--- config.mk ---
export PLATFORM = sky130hd
export DESIGN_NAME = agcnv_top
export DESIGN_NICKNAME = d
export VERILOG_FILES = /design/src/core/agcnv_pkg.sv /design/src/core/agcnv_strap_sync.sv /design/src/core/agcnv_top.sv
export VERILOG_INCLUDE_DIRS = /design/src /design/src/core
export SDC_FILE = /design/constraint.sdc
export NUM_CORES = 1
export LEC_CHECK = 0
export ABC_AREA = 1
export BUFFER_PORTS_ARGS = -buffer_cell sky130_fd_sc_hd__buf_2
export CAP_MARGIN = 5
export CORE_ASPECT_RATIO = 0.9
export CORE_MARGIN = 2
export CORE_UTILIZATION = 49
export CTS_CLUSTER_DIAMETER = 40
export CTS_CLUSTER_SIZE = 40
export DETAILED_ROUTE_END_ITERATION = 6
export HOLD_SLACK_MARGIN = 0.1
export PLACE_DENSITY = 0.78
export SYNTH_ARGS = -nofsm -noshare
export SYNTH_HDL_FRONTEND = slang
export SYNTH_HIERARCHICAL = 1
export SYNTH_SLANG_ARGS = --single-unit
--- constraint.sdc ---
create_clock -name sys_clk_i -period 2.1 [get_ports sys_clk_i]
set_input_delay 0.21 -clock sys_clk_i [delete_from_list [all_inputs] [get_ports sys_clk_i]]
set_output_delay 0.21 -clock sys_clk_i [all_outputs]
set_load 0.005 [all_outputs]
--- src/core/agcnv_params.svh ---
/*
 holds offsets, field positions, reset values and timing counts of the add-on
 general control/status register block. assumes inclusion by bare name.
*/
`ifndef AGCNV_PARAMS_SVH
`define AGCNV_PARAMS_SVH
// ============================================================
// register map
`define AGCNV_REG_OFFSET      6'h3C
`define AGCNV_RESET_PCI_MSTR  32'h000000F4
`define AGCNV_RESET_ADD_MSTR  32'h00000034
// ============================================================
// field positions
`define AGCNV_BIT_GO          31
`define AGCNV_BIT_CMD_HI      30
`define AGCNV_BIT_CMD_LO      29
`define AGCNV_BIT_XCNT_EN     28
`define AGCNV_BIT_MBX_RST     27
`define AGCNV_BIT_A2P_RST     26
`define AGCNV_BIT_P2A_RST     25
`define AGCNV_NV_MSB          23
`define AGCNV_NV_LSB          16
`define AGCNV_BIST_MSB        15
`define AGCNV_BIST_LSB        12
// ============================================================
// timing of one external memory cycle
`define AGCNV_CLK_MHZ         25
`define AGCNV_NV_CYCLE_NS     200
`define AGCNV_NV_CYCLE_CLKS   ((`AGCNV_NV_CYCLE_NS * `AGCNV_CLK_MHZ + 999) / 1000)
// strap capture point and last count of the power-up image window
`define AGCNV_STRAP_TAKE      3'h4
`define AGCNV_STRAP_LAST      3'h7
`endif

--- src/core/agcnv_pkg.sv ---
/*
 holds the types of the add-on general control/status block.
 assumes the params header is compiled alongside.
*/
package agcnv_pkg;
	// ============================================================
	// non-volatile access commands
	typedef enum logic [1:0] {
		AGCNV_CMD_LOAD_LO,
		AGCNV_CMD_LOAD_HI,
		AGCNV_CMD_WRITE,
		AGCNV_CMD_READ
	} agcnv_cmd_t;
	// sequencer states
	typedef enum logic [1:0] {
		AGCNV_ST_IDLE,
		AGCNV_ST_WRITE,
		AGCNV_ST_READ,
		AGCNV_ST_DONE
	} agcnv_state_t;
endpackage

--- src/core/agcnv_strap_sync.sv ---
/*
 three-stage synchroniser for a pin level; a change is taken once stages two
 and three agree. assumes one clock and an active-low asynchronous reset.
*/
`timescale 1ns/1ps
module agcnv_strap_sync #(
	parameter logic RESET_VAL = 1'b0
) (
	// clock and reset
	input  wire logic sys_clk_i,
	input  wire logic reset_n_i,
	// level in and out
	input  wire logic pin_i,
	output logic      level_o
);
	logic [2:0] stage_q;
	logic [2:0] stage_d;
	logic       level_q;
	logic       level_d;
	// ============================================================
	// next values
	always_comb begin
		stage_d = {stage_q[1:0], pin_i};
		level_d = level_q;
		if (stage_q[2] == stage_q[1]) begin
			level_d = stage_q[2];
		end
	end
	// ============================================================
	// registers
	always_ff @(posedge sys_clk_i or negedge reset_n_i) begin
		if (!reset_n_i) begin
			stage_q <= {3{RESET_VAL}};
			level_q <= RESET_VAL;
		end else begin
			stage_q <= stage_d;
			level_q <= level_d;
		end
	end
	assign level_o = level_q;
endmodule

--- src/core/agcnv_top.sv ---
/*
 add-on general control/status register with a byte sequencer for the optional
 external non-volatile memory. assumes a synchronous add-on register port with
 one-cycle read and write strobes, fifo flags and transfer-count flags from
 neighbouring logic, and an external memory that answers within a fixed cycle.
*/
`timescale 1ns/1ps
`include "agcnv_params.svh"
// Contract
// register powers up 0xF4 with PCI mastering, 0x34 with add-on mastering.
// writes reset mailbox flags and either FIFO's flags, nothing else touched; code also loads transfer-count enable and, when idle, the byte field.
// full, empty and four-plus flags of both FIFOs are readable.
// software loads low address, high address, then data, in that order.
// software writes go as one to start; zero leaves the interface idle.
// software polls go/busy to zero before each next step.
// with go set, 00 low address, 01 high address, 10 write, 11 read.
// go reads one while busy, zero when ready.
// memory port is shared with PCI side; no arbitration here.
// software on both sides keeps their memory accesses apart.
// byte field carries address or data; read returns memory data there.
// mailbox reset bit pulses mailbox flags empty and reads zero.
// FIFO reset bits pulse that direction's flags reset and read zero.
// busy holds from write or read start until the memory cycle ends.
module agcnv_top #(
	parameter int NV_CYCLE_CLKS = `AGCNV_NV_CYCLE_CLKS,
	parameter int NV_ADDR_W     = 16
) (
	// clock and reset
	input  wire logic                 sys_clk_i,
	input  wire logic                 reset_n_i,
	// mastering strap pin, high for add-on initiated mastering
	input  wire logic                 addon_master_strap_i,
	// add-on register port
	input  wire logic [5:0]           reg_addr_i,
	input  wire logic                 reg_wr_i,
	input  wire logic                 reg_rd_i,
	input  wire logic [31:0]          reg_wdata_i,
	output logic      [31:0]          reg_rdata_o,
	// fifo and count status in
	input  wire logic                 a2p_full_i,
	input  wire logic                 a2p_four_plus_i,
	input  wire logic                 a2p_empty_i,
	input  wire logic                 p2a_full_i,
	input  wire logic                 p2a_four_plus_i,
	input  wire logic                 p2a_empty_i,
	input  wire logic                 wr_count_zero_i,
	input  wire logic                 rd_count_zero_i,
	input  wire logic [3:0]           bist_code_i,
	// flag reset pulses and transfer-count enable out
	output logic                      mbx_flag_reset_o,
	output logic                      a2p_flag_reset_o,
	output logic                      p2a_flag_reset_o,
	output logic                      xfer_count_en_o,
	// external non-volatile memory
	output logic [NV_ADDR_W-1:0]      nv_addr_o,
	output logic [7:0]                nv_wdata_o,
	input  wire logic [7:0]           nv_rdata_i,
	output logic                      nv_wr_o,
	output logic                      nv_rd_o,
	output logic                      nv_busy_o
);
	// elaboration check: eight-bit cycle counter, two-byte address
	if (NV_CYCLE_CLKS < 1 || NV_CYCLE_CLKS > 255 || NV_ADDR_W != 16) begin : g_param_check
		$error("agcnv_top: unsupported parameter values");
	end
	// ============================================================
	// strap capture after reset release
	logic strap_lvl;
	logic strap_done_q;
	logic strap_done_d;
	logic add_mstr_q;
	logic add_mstr_d;
	agcnv_strap_sync #(.RESET_VAL(1'b0)) u_strap (
		.sys_clk_i (sys_clk_i),
		.reset_n_i (reset_n_i),
		.pin_i     (addon_master_strap_i),
		.level_o   (strap_lvl)
	);
	logic [2:0] strap_wait_q;
	logic [2:0] strap_wait_d;
	always_comb begin
		strap_wait_d = strap_wait_q;
		strap_done_d = strap_done_q;
		add_mstr_d   = add_mstr_q;
		// counter runs on past capture so the image is shown with the captured mode
		if (strap_wait_q != `AGCNV_STRAP_LAST) begin
			strap_wait_d = strap_wait_q + 3'h1;
		end
		if (!strap_done_q && strap_wait_q == `AGCNV_STRAP_TAKE) begin
			strap_done_d = 1'b1;
			add_mstr_d   = strap_lvl;
		end
	end
	always_ff @(posedge sys_clk_i or negedge reset_n_i) begin
		if (!reset_n_i) begin
			strap_wait_q <= 3'h0;
			strap_done_q <= 1'b0;
			add_mstr_q   <= 1'b0;
		end else begin
			strap_wait_q <= strap_wait_d;
			strap_done_q <= strap_done_d;
			add_mstr_q   <= add_mstr_d;
		end
	end
	// ============================================================
	// read and write decode
	logic wr_hit;
	logic rd_hit;
	always_comb begin
		wr_hit = 1'b0;
		rd_hit = 1'b0;
		if (reg_addr_i == `AGCNV_REG_OFFSET) begin
			wr_hit = reg_wr_i;
			rd_hit = reg_rd_i;
		end
	end
	// ============================================================
	// control state and sequencer
	agcnv_pkg::agcnv_state_t state_q;
	agcnv_pkg::agcnv_state_t state_d;
	agcnv_pkg::agcnv_cmd_t   cmd;
	logic [7:0]           cnt_q;
	logic [7:0]           cnt_d;
	logic [7:0]           addr_lo_q;
	logic [7:0]           addr_lo_d;
	logic [7:0]           addr_hi_q;
	logic [7:0]           addr_hi_d;
	logic [7:0]           nv_byte_q;
	logic [7:0]           nv_byte_d;
	logic                 xcnt_q;
	logic                 xcnt_d;
	logic                 mbx_rst_q;
	logic                 mbx_rst_d;
	logic                 a2p_rst_q;
	logic                 a2p_rst_d;
	logic                 p2a_rst_q;
	logic                 p2a_rst_d;
	logic                 busy;
	assign cmd  = agcnv_pkg::agcnv_cmd_t'(reg_wdata_i[`AGCNV_BIT_CMD_HI:`AGCNV_BIT_CMD_LO]);
	assign busy = (state_q != agcnv_pkg::AGCNV_ST_IDLE);
	always_comb begin
		state_d   = state_q;
		cnt_d     = cnt_q;
		addr_lo_d = addr_lo_q;
		addr_hi_d = addr_hi_q;
		nv_byte_d = nv_byte_q;
		xcnt_d    = xcnt_q;
		mbx_rst_d = wr_hit && reg_wdata_i[`AGCNV_BIT_MBX_RST];
		a2p_rst_d = wr_hit && reg_wdata_i[`AGCNV_BIT_A2P_RST];
		p2a_rst_d = wr_hit && reg_wdata_i[`AGCNV_BIT_P2A_RST];
		if (!strap_done_q && strap_done_d) begin
			xcnt_d  = 1'b0;
		end
		if (wr_hit) begin
			xcnt_d = reg_wdata_i[`AGCNV_BIT_XCNT_EN];
			if (!busy) begin
				nv_byte_d = reg_wdata_i[`AGCNV_NV_MSB:`AGCNV_NV_LSB];
			end
		end
		case (state_q)
			agcnv_pkg::AGCNV_ST_IDLE: begin
				if (wr_hit && reg_wdata_i[`AGCNV_BIT_GO]) begin
					case (cmd)
						agcnv_pkg::AGCNV_CMD_LOAD_LO: begin
							addr_lo_d = reg_wdata_i[`AGCNV_NV_MSB:`AGCNV_NV_LSB];
						end
						agcnv_pkg::AGCNV_CMD_LOAD_HI: begin
							addr_hi_d = reg_wdata_i[`AGCNV_NV_MSB:`AGCNV_NV_LSB];
						end
						agcnv_pkg::AGCNV_CMD_WRITE: begin
							state_d = agcnv_pkg::AGCNV_ST_WRITE;
							cnt_d   = 8'(NV_CYCLE_CLKS);
						end
						default: begin
							state_d = agcnv_pkg::AGCNV_ST_READ;
							cnt_d   = 8'(NV_CYCLE_CLKS);
						end
					endcase
				end
			end
			agcnv_pkg::AGCNV_ST_WRITE, agcnv_pkg::AGCNV_ST_READ: begin
				cnt_d = cnt_q - 8'h01;
				if (cnt_q == 8'h01) begin
					if (state_q == agcnv_pkg::AGCNV_ST_READ) begin
						nv_byte_d = nv_rdata_i;
					end
					state_d = agcnv_pkg::AGCNV_ST_DONE;
				end
			end
			default: begin
				state_d = agcnv_pkg::AGCNV_ST_IDLE;
			end
		endcase
	end
	always_ff @(posedge sys_clk_i or negedge reset_n_i) begin
		if (!reset_n_i) begin
			state_q   <= agcnv_pkg::AGCNV_ST_IDLE;
			cnt_q     <= 8'h00;
			addr_lo_q <= 8'h00;
			addr_hi_q <= 8'h00;
			nv_byte_q <= 8'h00;
			xcnt_q    <= 1'b0;
			mbx_rst_q <= 1'b0;
			a2p_rst_q <= 1'b0;
			p2a_rst_q <= 1'b0;
		end else begin
			state_q   <= state_d;
			cnt_q     <= cnt_d;
			addr_lo_q <= addr_lo_d;
			addr_hi_q <= addr_hi_d;
			nv_byte_q <= nv_byte_d;
			xcnt_q    <= xcnt_d;
			mbx_rst_q <= mbx_rst_d;
			a2p_rst_q <= a2p_rst_d;
			p2a_rst_q <= p2a_rst_d;
		end
	end
	// ============================================================
	// read data; power-up image depends on the mastering mode
	logic [31:0] rdata_q;
	logic [31:0] rdata_d;
	logic [31:0] status_w;
	logic [31:0] reset_img;
	assign reset_img = add_mstr_q ? `AGCNV_RESET_ADD_MSTR : `AGCNV_RESET_PCI_MSTR;
	always_comb begin
		status_w = 32'h00000000;
		status_w[`AGCNV_BIT_GO]     = busy;
		status_w[`AGCNV_BIT_XCNT_EN] = xcnt_q;
		status_w[`AGCNV_NV_MSB:`AGCNV_NV_LSB] = nv_byte_q;
		status_w[`AGCNV_BIST_MSB:`AGCNV_BIST_LSB] = bist_code_i;
		status_w[7] = add_mstr_q && wr_count_zero_i;
		status_w[6] = add_mstr_q && rd_count_zero_i;

		status_w[5:0] = {p2a_empty_i, p2a_four_plus_i, p2a_full_i,
			a2p_empty_i, a2p_four_plus_i, a2p_full_i};
		if (strap_wait_q != `AGCNV_STRAP_LAST) begin
			status_w = reset_img;
			status_w[`AGCNV_BIT_GO] = busy;
		end
		rdata_d = rdata_q;
		if (rd_hit) begin
			rdata_d = status_w;
		end else if (reg_rd_i) begin
			rdata_d = 32'h00000000;
		end
	end
	always_ff @(posedge sys_clk_i or negedge reset_n_i) begin
		if (!reset_n_i) begin
			rdata_q <= 32'h00000000;
		end else begin
			rdata_q <= rdata_d;
		end
	end
	// ============================================================
	// outputs; memory port shared with PCI side, no arbitration  R9
	assign reg_rdata_o      = rdata_q;
	assign mbx_flag_reset_o = mbx_rst_q;
	assign a2p_flag_reset_o = a2p_rst_q;
	assign p2a_flag_reset_o = p2a_rst_q;
	assign xfer_count_en_o  = xcnt_q;
	assign nv_addr_o        = {addr_hi_q, addr_lo_q};
	assign nv_wdata_o       = nv_byte_q;
	assign nv_wr_o          = (state_q == agcnv_pkg::AGCNV_ST_WRITE);
	assign nv_rd_o          = (state_q == agcnv_pkg::AGCNV_ST_READ);
	assign nv_busy_o        = busy;
endmodule

Word level (Yosys, flattened, before mapping):

Index checks and enable logic that the tools add are counted.

* input bits: 63
* flip-flop bits (word level): 79

* muxes and demuxes: 21
* add/sub/neg operators: 2
* eq/ne operators: 12
* reductions and logical operators: 21

Operators by type and width (count)
* 32-bit 2-to-1 mux: 2
* 8-bit 2-to-1 mux: 8
* 29-bit 2-to-1 mux: 1
* 8-bit case mux with 2 select lines: 1
* 3-bit AND reduction: 4
* 8-bit by 1-bit == test with 1-bit output (second input constant): 1
* 1-bit logical AND: 8
* 2-bit case mux with 2 select lines: 2
* 2-bit nonzero test: 4
* 8-bit by 1-bit subtractor with 8-bit output (second input constant): 1
* 6-bit == test (second input constant): 1
* 2-bit != test (second input constant): 3
* 1-bit 2-to-1 mux: 5
* 2-bit by 1-bit == test with 1-bit output (second input constant): 2
* 2-bit == test (second input constant): 2
* 2-bit zero test: 2
* 2-bit 2-to-1 mux: 2
* 2-bit OR reduction: 2
* 3-bit by 1-bit adder with 3-bit output (second input constant): 1
* 3-bit == test (second input constant): 1
* 3-bit != test (second input constant): 1
* 1-bit == test: 1
* 1-bit zero test: 1

Longest topological paths before layout:

* depth after elaboration: 6
* gate-level depth with buffers: 11

By module:

Netlist, hierarchy kept.

By module, submodules not included
* agcnv_top: cells an instance 407, area each 3306.9 um2, instances 1
* agcnv_strap_sync: cells an instance 8, area each 116.4 um2, instances 1

Worst setup path after synthesis:

OpenSTA, ideal clock, no wires.

* path type: flip-flop to flip-flop
* from: reg state_q[0]
* to: reg addr_lo_q[3]
* slack: 0.584 ns
* cell stages (with the launch flop): 10
* data arrival time: 1.396 ns
* clock period less this slack: 1.516 ns
* cell sequence: dfrtp_1 > inv_1 > ha_1 > inv_2 > buf_4 > nor3_2 > nand2_2 > buf_6 > nand2_1 > o21ai_2

* word-level cells in the longest chain between the ends: 2

RTL lines
* start, declared: RTL line agcnv_top.sv:119 `agcnv_pkg::agcnv_state_t state_q;`
* start signal, assigned: RTL line agcnv_top.sv:197 `state_q <= agcnv_pkg::AGCNV_ST_IDLE;`
* start signal, assigned: RTL line agcnv_top.sv:207 `state_q <= state_d;`
* 2-bit zero test: RTL line agcnv_top.sv:160 `case (state_q)`
* 3-bit AND reduction (no line)
* end signal, assigned: RTL line agcnv_top.sv:209 `addr_lo_q <= addr_lo_d;`
* end, declared: RTL line agcnv_top.sv:124 `logic [7:0] addr_lo_q;`

No other way between the ends.
A chain may end at the register's enable or synchronous reset.

Worst setup path after layout:

* from: reg state_q[0]
* to: out nv_rd_o

* word-level cells in the longest chain between the ends: 1

RTL lines
* 2-bit == test: RTL line agcnv_top.sv:264 `assign nv_rd_o = (state_q == agcnv_pkg::AGCNV_ST_READ);`
* end, declared: RTL line agcnv_top.sv:59 `output logic nv_rd_o,`

No other way between the ends.

==> results.cfg <==
[sta]
slew_viol_final = 0
final-setup-viol-count = 0
period_minus_slack_ps = 1710
fin_crit_sh_pct = 81.4
hold_violations = 0
setup_tns_ps = 0
skew_ps = 7.63
max_slew.worst_pin.slew_ps = 641
slew_headroom_pct = 57.2
fmax_mhz = 585
rsz0062_at_grt = no

[hold_path]
holdPathStages = 3
min_to = reg_rdata_o[1]
hold_class = in -> reg
worstHoldStart = a2p_four_plus_i

[setup_path]
crit_path_end_kind = output pin
crit_required_ps = 1890
reg2reg_from = state_q[0]
critPathKind = reg -> out
ff2ff_path_depth = 7
crit_arrival_ps = 1500
critPathMaxFanout = 10
ff2ff_setup_slack_ps = 390
r2r-end = addr_hi_q[3]
start_kind = flop

[grt]
overflow = 0
grt_usage_pct = 21.4
antenna_found_initial = 0
grt_pass1_wl_mm = 13.2
grt_pass1_vias = 2935
grt_max_degree = 70

[drt]
drt_wl_total_mm = 7.77
ant_nets = 0
drc_errors = 0
via_count = 3038
routedWlPerCell_microns = 12.6
drt_first_pass_iters = 5
via_per_inst = 4.93
drtIter0Drc = 199

[placement]
place_hpwl_mm = 5.87
place_area_sq_um = 3970
gp_congestion = 0.932
port_buffers = 98

[finish]
nets = 594
n_antenna_cell = 0
fill_cells = 583
layout-drive-gt1-share_pct = 27.8
final_core_util_pct = 63.5
area_growth_syn_to_layout_pct = 23.5
fin_area_sq_um = 4230

[synth]
yosysTopAreaCell = dfrtp_1
synth_top_area_share_pct = 50.4
synthTopCellsByArea = dfrtp_1 (50%), nand2_1 (15%), inv_1 (5.3%)
synth-edff-count = 0
yosys.cell_types.count = 32
syn_inst = 415
ys_warn_count = 6
syn_area_per_cell_sq_um = 8.25
async_flop_share_pct = 100
ys_ff_latch = 69
synthFlopType = dfrtp_1
ys_seq_area_share_pct = 50.4
mappedNetlistArea_sq_um = 3420

[pwr]
p_per_area_nw_per_um2 = 1020
power.total_mw = 4.32
vdd_drop_max_v = 0.000821
leakagePower_nw = 2.42

[clocking]
cts_buffers = 9
cts_tree = yes
clock-sinks = 69
root_buffer = clkbuf_8
cts_setup_buffers = 0
clk_path_buf_depth = 2
clkLatencyLatePin_ps = 340
cts_max_level = 3
path_clk_slew_ps = 70

[run_status]
status = complete, no violations

[floorplanning]
start_util_pct = 51.4
die_h_microns = 83.3
die_w_microns = 92.1
coreArea_sq_um = 6660
rows = 28
dieArea_sq_um = 7670
ios = 126

[flow_run]
drv_cap = 0
==> per-layer routing <==
metal	vias up	wire [microns]	track usage, %
met3	8	441	6.44
met5	-	0	0
li1	1496	-	-
met2	108	3790	35.2
met1	1426	3470	28.1
met4	0	74	5.02
==> synth_stat cells (2+ instances only) <==
library cell    n
o21ai_0        27
nand3_1        20
nor2_1         19
nand2_1       137
nand4_1        10
buf_4          11
o21ai_2        12
inv_1          48
dfrtp_1        69
ha_1            9
a21oi_1         6
clkbuf_1        8
nor2_4          2
o21ai_1        11
buf_6           3
inv_2           2
nor2_2          2
nand2_2         5
==> stage by stage <==
| step | setup slack, ps | hold slack [ps] | cells |
|---|---|---|---|
| CTS | 389 | 117 | 616 |
| finish | 392 | 131 | 616 |
| global route | 177 | 125 | 616 |
| global placement | 477 | 263 | 595 |
| detailed placement | 394 | 261 | 595 |
| floorplan | 584 | -85.6 | 424 |
==> layout by cell type (no fill, tap or decap), types with 2 or more instances in the layout <==
cell type and n:
dlygate4sd3_1 6, o21ai_1 11, nor2_1 19, nand4_1 10, dfrtp_1 69, clkbuf_8 11
nand2_1 137, conb_1 10, o21ai_2 12, inv_1 48, nor2_2 2, nor2_4 2
clkinvlp_4 2, buf_2 98, nand3_1 20, a21oi_1 6, buf_4 5, nand2_2 5
o21ai_0 27, inv_2 2, ha_1 9
==> final cells by class <==
type | instances | area (sq um) | share of cell area [%]
Timing Repair Buffer | 110 | 608 | 14.4
Tap cell | 90 | 113 | 2.66
Multi-Input combinational cell | 281 | 1390 | 32.8
Inverter | 51 | 191 | 4.53
Clock inverter | 3 | 45.0 | 1.07
Clock buffer | 12 | 155 | 3.67
Sequential cell | 69 | 1730 | 40.8
==> what timing repair did <==
| item | CTS | global route |
|---|---|---|
| endpoints found under the setup margin | 0 | 0 |
| endpoints found under the hold margin | 74 | 0 |
| hold buffers | 6 | 0 |
| resized for setup | 0 | 0 |
==> kinds of logic after synthesis <==
group	share of synthesized area [%]
other cells	0.110
compound gates	10.2
simple gates	25.4
fa+ha+maj	3.29
buf+inv	9.98
xor+xnor	0.512
flops	50.4
==> registers in the layout (all words and copies together) (netlist names), 2 cells and up <==
register	cells
state_q	2
cnt_q	8
reg_rdata_o	22
nv_wdata_o	8
addr_hi_q	8
strap_wait_q	3
u_strap/stage_q	3
addr_lo_q	8
==> report_power, final <==
part | internal, mW | switching [mW]
combinational | 0.574 | 0.989
clock | 0.607 | 0.476
sequential | 1.49 | 0.182
total | 2.67 | 1.65
==> critical path, cell delays in order, from the launching register on <==
cell	delay, ps
dfrtp_1	420
inv_1	90
ha_1	450
buf_2	200
==> worst max-delay path by stage <==
stage | from | to | slack (ps) | cells after the start
global placement | state_q[0] | addr_hi_q[0] | 480 | 7
floorplan | state_q[0] | addr_lo_q[3] | 580 | 9
global route | state_q[0] | addr_hi_q[6] | 180 | 7
CTS | state_q[1] | addr_hi_q[6] | 390 | 7
finish | state_q[0] | nv_rd_o | 390 | 3
detailed placement | state_q[0] | addr_hi_q[3] | 390 | 7
Note: power is estimated with default switching activity, not from simulation.
